==> config.mk <==
export PLATFORM = sky130hd
export DESIGN_NAME = sch_top
export DESIGN_NICKNAME = d
export VERILOG_FILES = /design/src/hw/sch_pkg.sv /design/src/hw/sch_top.sv
export SDC_FILE = /design/constraint.sdc
export NUM_CORES = 1
export LEC_CHECK = 0
export BUFFER_PORTS_ARGS = -buffer_cell sky130_fd_sc_hd__buf_2
export CORE_ASPECT_RATIO = 0.7
export CORE_UTILIZATION = 40
export CTS_BUF_LIST = sky130_fd_sc_hd__clkbuf_4 sky130_fd_sc_hd__clkbuf_8
export CTS_CLUSTER_SIZE = 25
export DETAILED_ROUTE_END_ITERATION = 8
export PLACE_DENSITY = 0.59
export REMOVE_ABC_BUFFERS = 1
export SLEW_MARGIN = 10
export SYNTH_ARGS = -nofsm -noshare
export SYNTH_HDL_FRONTEND = slang
export SYNTH_SLANG_ARGS = --single-unit
==> constraint.sdc <==
create_clock -name pclk -period 2.8 [get_ports pclk]
set_input_delay 0.42 -clock pclk [delete_from_list [all_inputs] [get_ports pclk]]
set_output_delay 0.42 -clock pclk [all_outputs]
set_load 0.05 [all_outputs]
==> src/hw/sch_pkg.sv <==
// Constants for the two-channel serial controller with host interrupt logic.
// Assumes an APB master at 50 MHz; channel A is index 0, channel B index 1.
//
// Overview of operation
// - NRZ is level; NRZI toggles on zero.
// - Biphase mark: edge each cell, mid-edge on one.
// - Biphase space: edge each cell, mid-edge on zero.
// - Auto echo copies serial input straight to output.
// - Loopback feeds transmitter to receiver, still echoes input.
// - Loopback ignores carrier and clear-to-send enables, interrupts remain.
// - Acknowledge places vector; both channels read it.
// - Status in three vector bits; B always, A never.
// - Six sources: pending, in-service, enable; master gate.
// - Pending with chain input high pulls interrupt low.
// - Channel A first; receive, transmit, external order.
// - Transmit interrupt on empty only after a write.
// - Three receive modes; first-character arms special conditions.
// - Overrun and framing errors are special.
// - External interrupt on carrier and sync pin edges, underrun, zero, break.
// - Break interrupts at start and end.
// - Wait/request output acts as wait or request.
// - Data select reaches data; else pointer; high is A.
// - Pointer bit 3 with bits 5,6 clear selects 8-15.
// - Pointer bits 0-4 clear after the indirect access.
`default_nettype none
package sch_pkg;
	// APB map: bit 2 selects the data register, bit 3 selects channel A
	localparam int          ADDR_DATA_BIT = 2;
	localparam int          ADDR_CHAN_BIT = 3;
	localparam logic [31:0] ADDR_MAP_MASK = 32'hffff_fff3;
	// Indirect register indices
	localparam logic [3:0]  REG_PTR    = 4'h0;
	localparam logic [3:0]  REG_INTR   = 4'h1;
	localparam logic [3:0]  REG_VEC    = 4'h2;
	localparam logic [3:0]  REG_RXCTL  = 4'h3;
	localparam logic [3:0]  REG_DATA   = 4'h8;
	localparam logic [3:0]  REG_MASTER = 4'h9;
	localparam logic [3:0]  REG_CODING = 4'ha;
	localparam logic [3:0]  REG_MISC   = 4'he;
	localparam logic [3:0]  REG_EXTIE  = 4'hf;
	localparam logic [7:0]  REG_RESET  = 8'h00;
	// Pointer register fields and commands
	localparam int          PTR_HIGH = 3;
	localparam int          PTR_X5   = 5;
	localparam int          PTR_X6   = 6;
	localparam logic [7:0]  PTR_KEEP = 8'he0;
	localparam int          CMD_LO   = 3;
	localparam logic [2:0]  CMD_RST_EXT  = 3'h2;
	localparam logic [2:0]  CMD_EN_FIRST = 3'h4;
	localparam logic [2:0]  CMD_RST_TXP  = 3'h5;
	localparam logic [2:0]  CMD_ERR_RST  = 3'h6;
	localparam logic [2:0]  CMD_RST_IUS  = 3'h7;
	// Interrupt/transfer control fields
	localparam int          EXT_IE = 0;
	localparam int          TX_IE = 1;
	localparam int          RXM_LO = 3;
	localparam int          WREQ_ON_RX = 5;
	localparam int          WREQ_FUNC = 6;
	localparam int          WREQ_EN = 7;
	localparam logic [1:0]  RXM_FIRST = 2'h1;
	localparam logic [1:0]  RXM_ALL = 2'h2;
	localparam logic [1:0]  RXM_SPECIAL = 2'h3;
	// Enables, master control, coding, loop control, external enables
	localparam int          RX_EN = 0;
	localparam int          TX_EN = 3;
	localparam int          AUTO_EN = 5;
	localparam int          VIS = 0;
	localparam int          MASTER_INTR_ENABLE = 3;
	localparam int          CODE_LO = 5;
	localparam logic [1:0]  CODE_NRZ = 2'h0;
	localparam logic [1:0]  CODE_NRZI = 2'h1;
	localparam logic [1:0]  CODE_MARK = 2'h2;
	localparam logic [1:0]  CODE_SPACE = 2'h3;
	localparam int          ECHO = 3;
	localparam int          LOOP = 4;
	localparam int          BIPHASE_RX = 5;
	localparam int          ZC_IE = 1;
	localparam int          CD_IE = 3;
	localparam int          SYNC_IE = 4;
	localparam int          UNDER_IE = 6;
	localparam int          BREAK_IE = 7;
	// Status codes placed in vector bits 3:1
	localparam int          VEC_ST_LO = 1;
	localparam logic [2:0]  ST_B_TX = 3'h0;
	localparam logic [2:0]  ST_B_EXT = 3'h1;
	localparam logic [2:0]  ST_B_RX = 3'h2;
	localparam logic [2:0]  ST_B_SP = 3'h3;
	localparam logic [2:0]  ST_A_TX = 3'h4;
	localparam logic [2:0]  ST_A_EXT = 3'h5;
	localparam logic [2:0]  ST_A_RX = 3'h6;
	localparam logic [2:0]  ST_A_SP = 3'h7;
	// Bit cell timing
	localparam int          CLK_NS = 20;
	localparam int          BIT_NS = 2000;
	localparam int          CELL_CYC = BIT_NS / CLK_NS;
	localparam int          CNT_W = 7;
	localparam logic [CNT_W-1:0] CELL_LAST = CNT_W'(CELL_CYC - 1);
	localparam logic [CNT_W-1:0] CELL_HALF = CNT_W'(CELL_CYC / 2);
	localparam logic [CNT_W-1:0] CELL_Q1 = CNT_W'(CELL_CYC / 4);
	localparam logic [CNT_W-1:0] CELL_Q3 = CNT_W'((CELL_CYC * 3) / 4);
	localparam logic [3:0]  TX_FRAME_REST = 4'h9;
	localparam logic [3:0]  RX_STOP_IDX = 4'h8;
	typedef enum logic {RX_HUNT, RX_DATA} sch_rx_state_t;
endpackage : sch_pkg
`default_nettype wire

==> src/hw/sch_top.sv <==
// Two serial channels with line coding, echo/loopback, interrupt logic and wait/request.
// Assumes an APB master on pclk; serial and strobe inputs are synchronous to pclk.
`default_nettype none
module sch_top (
	input  wire logic        pclk,
	input  wire logic        presetn,
	input  wire logic        psel,
	input  wire logic        penable,
	input  wire logic        pwrite,
	input  wire logic [31:0] paddr,
	input  wire logic [31:0] pwdata,
	output logic      [31:0] prdata,
	output logic             pready,
	output logic             pslverr,
	input  wire logic        rxd_in_a,
	input  wire logic        rxd_in_b,
	output logic             txd_out_a,
	output logic             txd_out_b,
	input  wire logic        carrier_detect_in_a,
	input  wire logic        carrier_detect_in_b,
	input  wire logic        cts_in_a,
	input  wire logic        cts_in_b,
	input  wire logic        sync_pin_a,
	input  wire logic        sync_pin_b,
	input  wire logic        intr_ack_in,
	input  wire logic        daisy_chain_in,
	output logic             daisy_chain_out,
	output logic             intr_n,
	output logic      [7:0]  intr_vector_out,
	output logic             wait_req_n_a,
	output logic             wait_req_n_b
);
	// Indirect index from the pointer
	function automatic logic [3:0] reg_index(input logic [7:0] p);
		reg_index = {p[sch_pkg::PTR_HIGH] & ~p[sch_pkg::PTR_X5] & ~p[sch_pkg::PTR_X6], p[2:0]};
	endfunction : reg_index

	// Highest set bit in the order A rx, A tx, A ext, B rx, B tx, B ext
	function automatic logic [5:0] top_of(input logic [5:0] v);
		top_of = '0;
		for (int i = 0; i < 6; i++) begin
			if (v[i])
				top_of = 6'h01 << i;
		end
	endfunction : top_of

	// Status code of the winning source
	function automatic logic [2:0] status_of(input logic [5:0] t, input logic sp_a, input logic sp_b);
		case (t)
			6'h20:   status_of = sp_a ? sch_pkg::ST_A_SP : sch_pkg::ST_A_RX;
			6'h10:   status_of = sch_pkg::ST_A_TX;
			6'h08:   status_of = sch_pkg::ST_A_EXT;
			6'h04:   status_of = sp_b ? sch_pkg::ST_B_SP : sch_pkg::ST_B_RX;
			6'h02:   status_of = sch_pkg::ST_B_TX;
			6'h01:   status_of = sch_pkg::ST_B_EXT;
			default: status_of = sch_pkg::ST_B_SP;
		endcase
	endfunction : status_of

	// Next line level for one encoding step; start marks the cell boundary
	function automatic logic enc(input logic [1:0] code, input logic start, input logic b, input logic line);
		case (code)
			sch_pkg::CODE_NRZ:   enc = start ? b : line;
			sch_pkg::CODE_NRZI:  enc = start ? line ^ ~b : line;
			sch_pkg::CODE_MARK:  enc = start ? ~line : line ^ b;
			default:             enc = start ? ~line : line ^ ~b;
		endcase
	endfunction : enc

	logic [1:0]       rxd_v, cd_v, cts_v, syn_v, txd_v, wrn_v, stall_v, sp_v;
	logic [1:0][7:0]  ptr_v, rr0_v, rr1_v, rxbuf_v, extie_v;
	logic [1:0][2:0]  ip_v;
	logic [7:0]       vec;
	logic [7:0]       master;
	logic [5:0]       intr_under_service_bit;
	logic             ack_q;
	logic [31:0]      rd_val;

	assign rxd_v = {rxd_in_b, rxd_in_a};
	assign cd_v  = {carrier_detect_in_b, carrier_detect_in_a};
	assign cts_v = {cts_in_b, cts_in_a};
	assign syn_v = {sync_pin_b, sync_pin_a};
	assign txd_out_a = txd_v[0];
	assign txd_out_b = txd_v[1];
	assign wait_req_n_a = wrn_v[0];
	assign wait_req_n_b = wrn_v[1];

	// Bus decode: high channel select means A, data select bypasses the pointer
	logic       cur_ch, is_data, mapped, done, wr_go, rd_go;
	logic [3:0] cur_idx;
	logic [5:0] ip_all, ip_top;
	logic [2:0] cur_status;
	assign cur_ch  = ~paddr[sch_pkg::ADDR_CHAN_BIT];
	assign is_data = paddr[sch_pkg::ADDR_DATA_BIT];
	assign mapped  = (paddr & sch_pkg::ADDR_MAP_MASK) == '0;
	assign cur_idx = is_data ? sch_pkg::REG_DATA : reg_index(ptr_v[cur_ch]);
	assign done    = psel & penable & pready;
	assign wr_go   = done & pwrite & mapped;
	assign rd_go   = done & ~pwrite & mapped;
	assign ip_all  = {ip_v[0], ip_v[1]};
	assign ip_top  = top_of(ip_all);
	assign cur_status = status_of(ip_top, sp_v[0], sp_v[1]);

	// Read mux; images of 0-3 repeat at 4-7
	always_comb begin
		rd_val = '0;
		if (cur_idx == sch_pkg::REG_DATA) begin
			rd_val[7:0] = rxbuf_v[cur_ch];
		end else if (cur_idx == sch_pkg::REG_EXTIE) begin
			rd_val[7:0] = extie_v[cur_ch];
		end else if (!cur_idx[3]) begin
			case (cur_idx[1:0])
				2'h0:    rd_val[7:0] = rr0_v[cur_ch];
				2'h1:    rd_val[7:0] = rr1_v[cur_ch];
				2'h2:    rd_val[7:0] = cur_ch ? {vec[7:4], cur_status, vec[0]} : vec;
				default: rd_val[7:0] = cur_ch ? 8'h00 : {2'h0, ip_all};
			endcase
		end
	end

	// APB answer one cycle into the access phase; a wait-mode data access stretches it
	always_ff @(posedge pclk or negedge presetn) begin
		if (!presetn) begin
			pready <= 1'b0;
			prdata <= '0;
			pslverr <= 1'b0;
		end else begin
			pready <= psel & penable & ~pready & ~(mapped & is_data & stall_v[cur_ch]);
			prdata <= rd_val;
			pslverr <= psel & penable & ~pready & ~mapped;
		end
	end

	// Shared vector and master control, writable through either channel
	always_ff @(posedge pclk or negedge presetn) begin
		if (!presetn) begin
			vec <= sch_pkg::REG_RESET;
			master <= sch_pkg::REG_RESET;
		end else if (wr_go && !is_data) begin
			if (cur_idx == sch_pkg::REG_VEC)
				vec <= pwdata[7:0];
			if (cur_idx == sch_pkg::REG_MASTER)
				master <= pwdata[7:0];
		end
	end

	// In-service bits: acknowledge sets the winner, command clears the highest; set wins
	logic       ack_ev, ius_rst;
	logic [5:0] ius_set;
	assign ack_ev  = intr_ack_in & ~ack_q;
	assign ius_rst = wr_go & ~is_data & (cur_idx == sch_pkg::REG_PTR)
		& (pwdata[sch_pkg::CMD_LO +: 3] == sch_pkg::CMD_RST_IUS);
	assign ius_set = (ack_ev & daisy_chain_in & master[sch_pkg::MASTER_INTR_ENABLE]) ? ip_top : 6'h00;
	always_ff @(posedge pclk or negedge presetn) begin
		if (!presetn) begin
			ack_q <= 1'b0;
			intr_under_service_bit <= '0;
			intr_vector_out <= '0;
		end else begin
			ack_q <= intr_ack_in;
			intr_under_service_bit <= (intr_under_service_bit & ~(ius_rst ? top_of(intr_under_service_bit) : 6'h00)) | ius_set;
			if (ack_ev)
				intr_vector_out <= master[sch_pkg::VIS] ? {vec[7:4], cur_status, vec[0]} : vec;
		end
	end

	// Request and chain; a pending request waits while anything is in service
	always_ff @(posedge pclk or negedge presetn) begin
		if (!presetn) begin
			intr_n <= 1'b1;
			daisy_chain_out <= 1'b0;
		end else begin
			intr_n <= ~(master[sch_pkg::MASTER_INTR_ENABLE] & daisy_chain_in & (|ip_all) & ~(|intr_under_service_bit));
			daisy_chain_out <= daisy_chain_in & ~(|intr_under_service_bit);
		end
	end

	for (genvar c = 0; c < 2; c++) begin : g_ch
		logic       ch_wr, ch_rd, ctl_acc, ptr_wr;
		logic [2:0] cmd;
		logic [7:0] ptr, intr_ctl, rxctl, coding, misc, extie;
		assign ch_wr   = wr_go & (cur_ch == c[0]);
		assign ch_rd   = rd_go & (cur_ch == c[0]);
		assign ctl_acc = (ch_wr | ch_rd) & ~is_data;
		assign ptr_wr  = ch_wr & ~is_data & (cur_idx == sch_pkg::REG_PTR);
		assign cmd     = ptr_wr ? pwdata[sch_pkg::CMD_LO +: 3] : 3'h0;

		// Channel configuration; the pointer self-clears after its indirect access
		always_ff @(posedge pclk or negedge presetn) begin
			if (!presetn) begin
				ptr <= sch_pkg::REG_RESET;
				intr_ctl <= sch_pkg::REG_RESET;
				rxctl <= sch_pkg::REG_RESET;
				coding <= sch_pkg::REG_RESET;
				misc <= sch_pkg::REG_RESET;
				extie <= sch_pkg::REG_RESET;
			end else begin
				if (ptr_wr)
					ptr <= pwdata[7:0];
				else if (ctl_acc)
					ptr <= ptr & sch_pkg::PTR_KEEP;
				if (ch_wr && !is_data) begin
					case (cur_idx)
						sch_pkg::REG_INTR:   intr_ctl <= pwdata[7:0];
						sch_pkg::REG_RXCTL:  rxctl <= pwdata[7:0];
						sch_pkg::REG_CODING: coding <= pwdata[7:0];
						sch_pkg::REG_MISC:   misc <= pwdata[7:0];
						sch_pkg::REG_EXTIE:  extie <= pwdata[7:0];
						default: ;
					endcase
				end
			end
		end
		assign ptr_v[c] = ptr;
		assign extie_v[c] = extie;

		logic [1:0] code;
		logic       loop, echo, tx_ok, rx_ok;
		assign code  = coding[sch_pkg::CODE_LO +: 2];
		assign loop  = misc[sch_pkg::LOOP];
		assign echo  = misc[sch_pkg::ECHO];
		assign tx_ok = rxctl[sch_pkg::TX_EN] & (cts_v[c] | ~rxctl[sch_pkg::AUTO_EN] | loop);
		assign rx_ok = rxctl[sch_pkg::RX_EN] & (cd_v[c] | ~rxctl[sch_pkg::AUTO_EN] | loop);

		// Transmitter: start, eight data bits LSB first, stop, coded per cell
		localparam int CNT_W_T = sch_pkg::CNT_W;
		logic [CNT_W_T-1:0] tx_cnt;
		logic [8:0] tx_sh;
		logic [3:0] tx_left;
		logic [7:0] tx_buf;
		logic       tx_full, tx_written, tx_bit, tx_line, tx_act, tx_empty_ev, under_ev, zc_ev;
		assign zc_ev = (tx_cnt == sch_pkg::CELL_LAST);
		always_ff @(posedge pclk or negedge presetn) begin
			if (!presetn) begin
				tx_cnt <= '0;
				tx_sh <= '1;
				tx_left <= '0;
				tx_buf <= '0;
				tx_full <= 1'b0;
				tx_written <= 1'b0;
				tx_bit <= 1'b1;
				tx_line <= 1'b1;
				tx_act <= 1'b0;
				tx_empty_ev <= 1'b0;
				under_ev <= 1'b0;
			end else begin
				tx_empty_ev <= 1'b0;
				under_ev <= 1'b0;
				tx_cnt <= zc_ev ? '0 : tx_cnt + 1'b1;
				if (tx_cnt == '0) begin
					if (tx_left != '0) begin
						tx_bit <= tx_sh[0];
						tx_line <= enc(code, 1'b1, tx_sh[0], tx_line);
						tx_sh <= {1'b1, tx_sh[8:1]};
						tx_left <= tx_left - 1'b1;
					end else if (tx_full && tx_ok) begin
						tx_bit <= 1'b0;
						tx_line <= enc(code, 1'b1, 1'b0, tx_line);
						tx_sh <= {1'b1, tx_buf};
						tx_left <= sch_pkg::TX_FRAME_REST;
						tx_act <= 1'b1;
						tx_empty_ev <= 1'b1;
					end else begin
						tx_bit <= 1'b1;
						tx_line <= enc(code, 1'b1, 1'b1, tx_line);
						tx_act <= 1'b0;
						under_ev <= tx_act; // Once per run that drains dry
					end
				end else if (tx_cnt == sch_pkg::CELL_HALF) begin
					tx_line <= enc(code, 1'b0, tx_bit, tx_line);
				end
				if (ch_wr && is_data) begin
					tx_buf <= pwdata[7:0];
					tx_written <= 1'b1;
				end
				if (ch_wr && is_data)
					tx_full <= 1'b1;
				else if (tx_cnt == '0 && tx_left == '0 && tx_ok)
					tx_full <= 1'b0;
			end
		end

		// Serial output: echo modes bypass the transmitter entirely
		always_ff @(posedge pclk or negedge presetn) begin
			if (!presetn)
				txd_v[c] <= 1'b1;
			else
				txd_v[c] <= (echo | loop) ? rxd_v[c] : tx_line;
		end

		// Receiver: locks cell timing on an edge, samples at quarter and three quarters
		sch_pkg::sch_rx_state_t rx_st;
		logic [CNT_W_T-1:0] rx_cnt;
		logic       rx_src, rx_q, locked, s1, last_s1, dbit;
		logic [3:0] rx_idx;
		logic [7:0] rx_sh, rx_buf;
		logic       rx_avail, char_ev, ovr_ev, frm_ev, brk, brk_ev;
		assign rx_src = loop ? tx_line : rxd_v[c];
		always_comb begin
			case (code)
				sch_pkg::CODE_NRZ:  dbit = s1;
				sch_pkg::CODE_NRZI: dbit = (s1 == last_s1);
				sch_pkg::CODE_MARK: dbit = (s1 != rx_src);
				default:            dbit = (s1 == rx_src);
			endcase
		end
		always_ff @(posedge pclk or negedge presetn) begin
			if (!presetn) begin
				rx_st <= sch_pkg::RX_HUNT;
				rx_cnt <= '0;
				rx_q <= 1'b1;
				locked <= 1'b0;
				s1 <= 1'b1;
				last_s1 <= 1'b1;
				rx_idx <= '0;
				rx_sh <= '0;
				rx_buf <= '0;
				rx_avail <= 1'b0;
				char_ev <= 1'b0;
				ovr_ev <= 1'b0;
				frm_ev <= 1'b0;
				brk <= 1'b0;
				brk_ev <= 1'b0;
			end else begin
				char_ev <= 1'b0;
				ovr_ev <= 1'b0;
				frm_ev <= 1'b0;
				brk_ev <= 1'b0;
				rx_q <= rx_src;
				rx_cnt <= (rx_cnt == sch_pkg::CELL_LAST) ? '0 : rx_cnt + 1'b1;
				if (!rx_ok) begin
					locked <= 1'b0;
					rx_st <= sch_pkg::RX_HUNT;
				end else if (rx_st == sch_pkg::RX_HUNT && rx_src != rx_q
						&& (!locked || (code[1] == 1'b0 && !misc[sch_pkg::BIPHASE_RX]))) begin
					rx_cnt <= '0;
					locked <= 1'b1;
				end else if (locked && rx_cnt == sch_pkg::CELL_Q1) begin
					s1 <= rx_src;
				end else if (locked && rx_cnt == sch_pkg::CELL_Q3) begin
					last_s1 <= s1;
					if (dbit && brk) begin
						brk <= 1'b0;
						brk_ev <= 1'b1;
					end
					case (rx_st)
						sch_pkg::RX_HUNT: begin
							rx_idx <= '0;
							if (!dbit)
								rx_st <= sch_pkg::RX_DATA;
						end
						sch_pkg::RX_DATA: begin
							if (rx_idx == sch_pkg::RX_STOP_IDX) begin
								rx_st <= sch_pkg::RX_HUNT;
								rx_buf <= rx_sh;
								rx_avail <= 1'b1;
								char_ev <= 1'b1;
								ovr_ev <= rx_avail;
								frm_ev <= ~dbit;
								if (!dbit && rx_sh == '0 && !brk) begin
									brk <= 1'b1;
									brk_ev <= 1'b1;
								end
							end else begin
								rx_sh <= {dbit, rx_sh[7:1]};
								rx_idx <= rx_idx + 1'b1;
							end
						end
						default: rx_st <= sch_pkg::RX_HUNT;
					endcase
				end
				if (ch_rd && is_data && !(locked && rx_cnt == sch_pkg::CELL_Q3
						&& rx_st == sch_pkg::RX_DATA && rx_idx == sch_pkg::RX_STOP_IDX))
					rx_avail <= 1'b0;
			end
		end

		// External events; line-level pins still interrupt in loopback
		logic cd_q, syn_q, ext_ev;
		assign ext_ev = ((cd_v[c] ^ cd_q) & extie[sch_pkg::CD_IE])
			| ((syn_v[c] ^ syn_q) & extie[sch_pkg::SYNC_IE])
			| (under_ev & extie[sch_pkg::UNDER_IE])
			| (zc_ev & extie[sch_pkg::ZC_IE])
			| (brk_ev & extie[sch_pkg::BREAK_IE]);

		// Pending bits; a new event in the clearing cycle keeps its bit
		logic ip_rx, ip_tx, ip_ext, sp_lat, armed, sp_ev, rx_set, rx_clr;
		logic [1:0] rxm;
		assign rxm = intr_ctl[sch_pkg::RXM_LO +: 2];
		assign sp_ev = ovr_ev | frm_ev;
		always_comb begin
			case (rxm)
				sch_pkg::RXM_FIRST:   rx_set = (char_ev & armed) | (sp_ev & ~armed);
				sch_pkg::RXM_ALL:     rx_set = char_ev | sp_ev;
				sch_pkg::RXM_SPECIAL: rx_set = sp_ev;
				default:              rx_set = 1'b0;
			endcase
		end
		assign rx_clr = (ch_rd & is_data & ~sp_lat) | (cmd == sch_pkg::CMD_ERR_RST);
		always_ff @(posedge pclk or negedge presetn) begin
			if (!presetn) begin
				cd_q <= 1'b0;
				syn_q <= 1'b0;
				ip_rx <= 1'b0;
				ip_tx <= 1'b0;
				ip_ext <= 1'b0;
				sp_lat <= 1'b0;
				armed <= 1'b1;
			end else begin
				cd_q <= cd_v[c];
				syn_q <= syn_v[c];
				if (rx_set)
					ip_rx <= 1'b1;
				else if (rx_clr)
					ip_rx <= 1'b0;
				if (tx_empty_ev && tx_written && intr_ctl[sch_pkg::TX_IE])
					ip_tx <= 1'b1;
				else if ((ch_wr && is_data) || cmd == sch_pkg::CMD_RST_TXP)
					ip_tx <= 1'b0;
				if (ext_ev && intr_ctl[sch_pkg::EXT_IE])
					ip_ext <= 1'b1;
				else if (cmd == sch_pkg::CMD_RST_EXT)
					ip_ext <= 1'b0;
				if (sp_ev)
					sp_lat <= 1'b1;
				else if (cmd == sch_pkg::CMD_ERR_RST)
					sp_lat <= 1'b0;
				if (rxm == sch_pkg::RXM_FIRST && char_ev && armed)
					armed <= 1'b0;
				else if (cmd == sch_pkg::CMD_EN_FIRST)
					armed <= 1'b1;
			end
		end
		assign ip_v[c] = {ip_rx, ip_tx, ip_ext};
		assign sp_v[c] = sp_lat;
		assign rxbuf_v[c] = rx_buf;
		assign rr0_v[c] = {brk, under_ev, cts_v[c], syn_v[c], cd_v[c], ~tx_full, zc_ev, rx_avail};
		assign rr1_v[c] = {1'b0, sp_lat & frm_ev, sp_lat, 4'h0, ~tx_full & (tx_left == '0)};

		// Wait/request: request when ready, wait while a data access is not ready
		logic ready, wr_en, is_req;
		assign ready   = intr_ctl[sch_pkg::WREQ_ON_RX] ? rx_avail : ~tx_full;
		assign wr_en   = intr_ctl[sch_pkg::WREQ_EN];
		assign is_req  = intr_ctl[sch_pkg::WREQ_FUNC];
		assign stall_v[c] = wr_en & ~is_req & ~ready;
		always_ff @(posedge pclk or negedge presetn) begin
			if (!presetn)
				wrn_v[c] <= 1'b1;
			else if (is_req)
				wrn_v[c] <= ~(wr_en & ready);
			else
				wrn_v[c] <= ~(wr_en & ~ready & psel & is_data & (cur_ch == c[0]));
		end
	end
endmodule : sch_top
`default_nettype wire

After elaboration in Yosys (flattened, before gate mapping). Cells that the tools add are included.

Bits in registers: 287. Input port bits: 79. Output and inout port bits: 48. Logic and storage cells: 695.

$add $sub $neg: 8. $lt $le $gt $ge: 1. Equal/unequal tests: 73. Mux-type cells: 223. Bitwise logic cells: 161. Reduce and logical (&&, ||, !) cells: 135.

Operator list (count): 1-bit 2-to-1 mux (154); 7-bit 2-to-1 mux (13); 8-bit 2-to-1 mux (10); 1-bit AND (73); 6-bit 2-to-1 mux (9); 2-bit nonzero test (26); 1-bit inverter (47); 1-bit logical AND (45); 7-bit equality test (second input constant) (6); 4-bit 2-to-1 mux (10); 9-bit 2-to-1 mux (4); 6-bit AND reduction (6); 32-bit logical NOT (1); 2-bit AND reduction (16); 7-bit by 1-bit adder with 7-bit output (second input constant) (4); 4-bit equality test (second input constant) (7); 1-bit OR (28); 8-bit case mux with 3 select lines (1); 3-bit equality test (second input constant) (7); 2-bit by 1-bit inequality test with 1-bit output (second input constant) (10); 3-bit case mux with 6 select lines (1); 3-bit AND reduction (6); 8-bit logical NOT (2); 1-bit case mux with 2 select lines (8); 39 further kinds (107).

Longest topological paths before layout.
Word-level depth: 14. Mapped depth: 9. Gate-level depth less buffers: 7.

Worst setup path before layout. No wires, ideal clock.

Kind: reg2reg. From: register pready. To: register g_ch[1].intr_ctl[0]. Library setup time: 0.125 ns. Data arrival time: 2.310 ns. Data required time: 2.675 ns. Slack: 0.365 ns. Cell stages (with the launch flop): 9. Buffers on the path: 3. Clock period less this slack: 2.435 ns. Path through: dfrtp_1 -> and3_1 -> and3_1 -> clkbuf_1 -> nor2b_1 -> clkbuf_1 -> and3_1 -> buf_2 -> mux2_2.

Word-level cells in the longest chain between the ends: 6.

Ends and longest elaborated chain: from (decl) (RTL line sch_top.sv:13) `output logic pready,`; from (signal assigned) (RTL line sch_top.sv:128) `pready <= psel & penable & ~pready & ~(mapped & is_data & stall_v[cur_ch]);`; 1-bit AND (RTL line sch_top.sv:97) `assign done = psel & penable & pready;`; 1-bit AND (2 in a row) (RTL line sch_top.sv:98) `assign wr_go = done & pwrite & mapped;`; 1-bit AND (RTL line sch_top.sv:182) `assign ch_wr = wr_go & (cur_ch == c[0]);`; 1-bit logical AND (RTL line sch_top.sv:202) `if (ch_wr && !is_data) begin`; 2-bit AND reduction (no source line); to (signal assigned) (RTL line sch_top.sv:192) `intr_ctl <= sch_pkg::REG_RESET;`; to (signal assigned) (RTL line sch_top.sv:204) `sch_pkg::REG_INTR: intr_ctl <= pwdata[7:0];`; to (decl) (RTL line sch_top.sv:181) `logic [7:0] ptr, intr_ctl, rxctl, coding, misc, extie;`.

No other way between the ends. A chain may end at the register's enable or synchronous reset.

Worst setup path after layout.
From: register g_ch[1].rx_cnt[0]. To: register g_ch[1].rx_sh[0].

Word-level cells in the longest chain between the ends: 4. Elaborated cells on any way between the ends: 6. Those cells by class: 2 x eq/ne; 1 x bitwise; 3 x reduce/logical.

Ends and longest elaborated chain: from (decl) (RTL line sch_top.sv:293) `logic [CNT_W_T-1:0] rx_cnt;`; from (signal assigned) (RTL line sch_top.sv:330) `rx_cnt <= (rx_cnt == sch_pkg::CELL_LAST) ? '0 : rx_cnt + 1'b1;`; 7-bit by 5-bit equality test with 1-bit output (RTL line sch_top.sv:338) `end else if (locked && rx_cnt == sch_pkg::CELL_Q1) begin`; 1-bit logical AND (RTL line sch_top.sv:338); 1-bit inverter (no source line); 6-bit AND reduction (no source line) *; to (signal assigned) (RTL line sch_top.sv:365) `rx_sh <= {dbit, rx_sh[7:1]};`; to (decl) (RTL line sch_top.sv:296) `logic [7:0] rx_sh, rx_buf;`.

Every way passes the cells marked *; elsewhere a longest branch is shown, timed or not.

==> results.json <==
{
  "n_fill_cell": 2820,
  "num_rows": 53,
  "rsz0062_at_grt": "no",
  "setup_viol": 0,
  "yosysWarnings": 0,
  "crit_path_max_fanout": 8,
  "synth_area_mm2": 0.01239,
  "fin_crit_sh_pct": 90.10,
  "p_clk_share_pct": 45.1,
  "drt-initial-drc-count": 635,
  "worstPathArrival_ns": 2.96,
  "share_comb_of_total_power_pct": 5.1,
  "tritoncts": "done",
  "grt_overflow": 0,
  "fin_crit_ns": 2.523,
  "htreeDepth": 2,
  "cts.repair.resized": 0,
  "gp_congestion": 0.9553,
  "drc": 0,
  "dieArea_mm2": 0.03168,
  "grt.total_usage_pct": 20.37,
  "clock_latency_ns": 0.56,
  "yosys.area.top_type": "dfrtp_1",
  "synth_top_family_by_area": "simple AND/OR/NAND/NOR gates",
  "synth-compound-area-share_pct": 10.44,
  "die_y_um": 149.2,
  "ys_ff_latch": 257,
  "portBuffers": 78,
  "peakVddDrop_mv": 0.3011,
  "slew_headroom_pct": 32.43,
  "skew_ns": 0.01792,
  "synth.mux.area_fraction_pct": 14.32,
  "antenna_cells": 0,
  "synth_cell_types": 76,
  "hold_viol": 0,
  "timing.final.max_slew_violations": 0,
  "hpwlAfterDp_mm": 22.30,
  "syn2layout_area_growth_pct": 14.65,
  "start_util_pct": 40.96,
  "routed_wl_mm": 31.65,
  "cp_slowest_cell": "or3_1",
  "placed_area_mm2": 0.01332,
  "cp-startpoint": "g_ch[1].rx_cnt[0]",
  "path_clk_slew_ns": 0.06,
  "worst_hold_slack_ns": 0.05538,
  "synthAdderAreaFrac_pct": 1.414,
  "grt_max_degree": 74,
  "power_density_mw_per_mm2": 528.0,
  "vias_per_cell": 5.445,
  "ys.flop_type": "dfrtp_1",
  "p_leak_nw": 6.722,
  "io_pins": 127,
  "cp-start-kind": "flop",
  "required_ns": 3.23,
  "ant_nets": 0,
  "die_width_um": 212.3,
  "worst_path_largest_cell_delay_ns": 0.56,
  "r2r_slack_ns": 0.28,
  "synth_edf_count": 0,
  "synthArstFlopShare_pct": 100.0,
  "grt_pass1_vias": 8615,
  "cts_inserted_buffers": 41,
  "yosys.area_share.simple_pct": 15.76,
  "dr_total_vias": 9071,
  "nNetsFinal": 1318,
  "cts_buffer_depth": 3,
  "yosysSeqAreaShare_pct": 52.26,
  "root_buffer": "clkbuf_8",
  "tns_ns": 0,
  "drv_cap": 0,
  "crit_buf_inv": 0,
  "p_sw_share_pct": 23.73,
  "synth_area_leaders": "dfrtp_1 45%, mux2_2 12%, dfstp_2 7.0%",
  "worstMarginPinSlew_ns": 1.007,
  "end_kind": "flop",
  "r2r_start": "g_ch[1].rx_cnt[0]",
  "antenna_found_initial": 1,
  "p_sw_mw": 1.779,
  "critPathKind": "flop to flop",
  "fin_ws_ns": 0.2772,
  "p_seq_share_pct": 49.8,
  "drtPass1Iterations": 5,
  "synth_top_area_share_pct": 45.26,
  "hold_start": "sync_pin_b",
  "status": "finished, final reports clean",
  "crit_chain": "ha_1, nand4bb_1, nor4b_1, o21ai_2, or3_1, mux2_2",
  "cts.sinks": 257,
  "core_mm2": 0.03024,
  "syn_inst": 1114,
  "wire_per_inst_um": 19.00,
  "fin_area_mm2": 0.01420,
  "max_freq_mhz": 396.4,
  "crit_family": "simple AND/OR/NAND/NOR gates",
  "synth_xor_area_share_pct": 1.839,
  "avgSynthCellArea_um2": 11.12,
  "drive_above_1_share_pct": 29.59,
  "hp-class": "primary input to flop",
  "grt_pass1_wl_mm": 49.35,
  "p_total_mw": 7.497,
  "p_int_mw": 5.718,
  "place_ws_ns": 0.1300
}
-- synthesized netlist by cell type (all sizes together), types with 18 or more instances --
master  count
buf        40
inv        30
clkbuf     29
dfstp      33
nand2      76
nor3       21
o21ai      54
nand3      53
dfrtp     224
nor4       18
mux2i      34
nor2       75
mux2      127
a21oi      29
-- cell families (layout without fill, tap and decap cells) --
logic type / count (synthesis) / after routing
buf+inv: 100 / 217
fa+ha+maj: 14 / 14
xor+xnor: 26 / 26
simple gates: 364 / 364
mux: 161 / 161
other cells: 1 / 24
compound gates: 191 / 191
flops: 257 / 257
-- power groups by stage --
| stage | combinational [mW] | clock [mW] | sequential [mW] |
|---|---|---|---|
| 2_1_floorplan | 0.134 | 0 | 3.82 |
| 3_3_place_gp | 0.381 | 0 | 3.80 |
| 3_5_place_dp | 0.382 | 0 | 3.80 |
| 4_1_cts | 0.386 | 3.50 | 3.73 |
| 5_1_grt | 0.414 | 3.66 | 3.73 |
| 6_report | 0.383 | 3.38 | 3.73 |
-- layout by cell type, fill, tap and decap left out, types with 5 or more instances in the layout --
| cell type | instances |
|---|---|
| a31o_2 | 6 |
| nand3b_1 | 15 |
| a31oi_1 | 12 |
| inv_1 | 29 |
| nor4_1 | 17 |
| nand2_1 | 76 |
| buf_4 | 31 |
| o22ai_1 | 7 |
| clkbuf_4 | 16 |
| xnor2_1 | 17 |
| buf_2 | 77 |
| xor2_1 | 9 |
| o21ai_0 | 52 |
| or3_1 | 6 |
| a211oi_1 | 10 |
| nor2_1 | 75 |
| and3_1 | 13 |
| mux2i_1 | 33 |
| dfstp_2 | 33 |
| a21oi_1 | 28 |
| conb_1 | 24 |
| a21o_1 | 12 |
| nand3_1 | 51 |
| nand2b_1 | 6 |
| clkbuf_8 | 53 |
| and2_1 | 6 |
| nand4b_1 | 5 |
| dfrtp_1 | 224 |
| a22o_1 | 17 |
| nor3b_1 | 6 |
| nor2b_1 | 12 |
| ha_1 | 14 |
| mux2_2 | 127 |
| nor3_1 | 20 |
| nor4b_1 | 7 |
| or3b_2 | 7 |
| nand4_1 | 17 |
-- area by class of cell --
| type | count | area (um2) | area share, % |
|---|---|---|---|
| Clock buffer | 69 | 849.6 | 5.983 |
| Clock inverter | 3 | 15.01 | 0.1057 |
| Inverter | 31 | 116.4 | 0.8195 |
| Multi-Input combinational cell | 780 | 5518 | 38.86 |
| Sequential cell | 257 | 6472 | 45.58 |
| Tap cell | 412 | 515.5 | 3.630 |
| Timing Repair Buffer | 114 | 713.2 | 5.022 |
-- worst paths after layout --
path / endpoint / depth (start not counted)
hold reg to reg: txd_out_a / 1
setup / recovery: g_ch[1].rx_sh[0] / 6
hold / removal: g_ch[1].syn_q / 1
min in group asynchronous: g_ch[0].tx_buf[3] / 2
setup reg to reg: g_ch[1].rx_sh[0] / 6
max in group asynchronous: g_ch[1].tx_bit / 3
-- worst register-to-register path, stage by stage (launching register included) --
cell	delay [ns]
dfrtp_1	0.38
ha_1	0.23
nand4bb_1	0.18
nor4b_1	0.49
o21ai_2	0.23
or3_1	0.56
mux2_2	0.33
-- per-stage QoR --
stage	util, %	std cells
detailed placement	44.03	1592
global placement	44.03	1592
finish	46.96	1666
floorplan	-	1068
CTS	46.96	1666
global route	46.96	1666
-- flip-flops by register name, indices dropped and copies added, names as in the netlist, 12 cells and up --
| name | count |
|---|---|
| g_ch.extie | 16 |
| g_ch.intr_ctl | 14 |
| g_ch.ptr | 12 |
| g_ch.rx_buf | 16 |
| g_ch.rx_cnt | 14 |
| g_ch.rx_sh | 16 |
| g_ch.tx_buf | 16 |
| g_ch.tx_cnt | 14 |
| g_ch.tx_sh | 16 |
-- layer usage --
| layer | routed length, um | vias to the layer above | GRT usage [%] |
|---|---|---|---|
| met5 | 92 | - | 2.194 |
| met4 | 418 | 2 | 4.820 |
| met3 | 2345 | 43 | 4.716 |
| met2 | 12560 | 297 | 27.31 |
| met1 | 16240 | 4481 | 32.23 |
| li1 | - | 4248 | - |
-- timing repair --
action / 4_1_cts / 5_1_grt
hold buffers: 2 / 0
hold endpoints to repair: 58 / 0
setup buffers: 0 / 0
No activity file was read; power rests on OpenSTA's default activity.
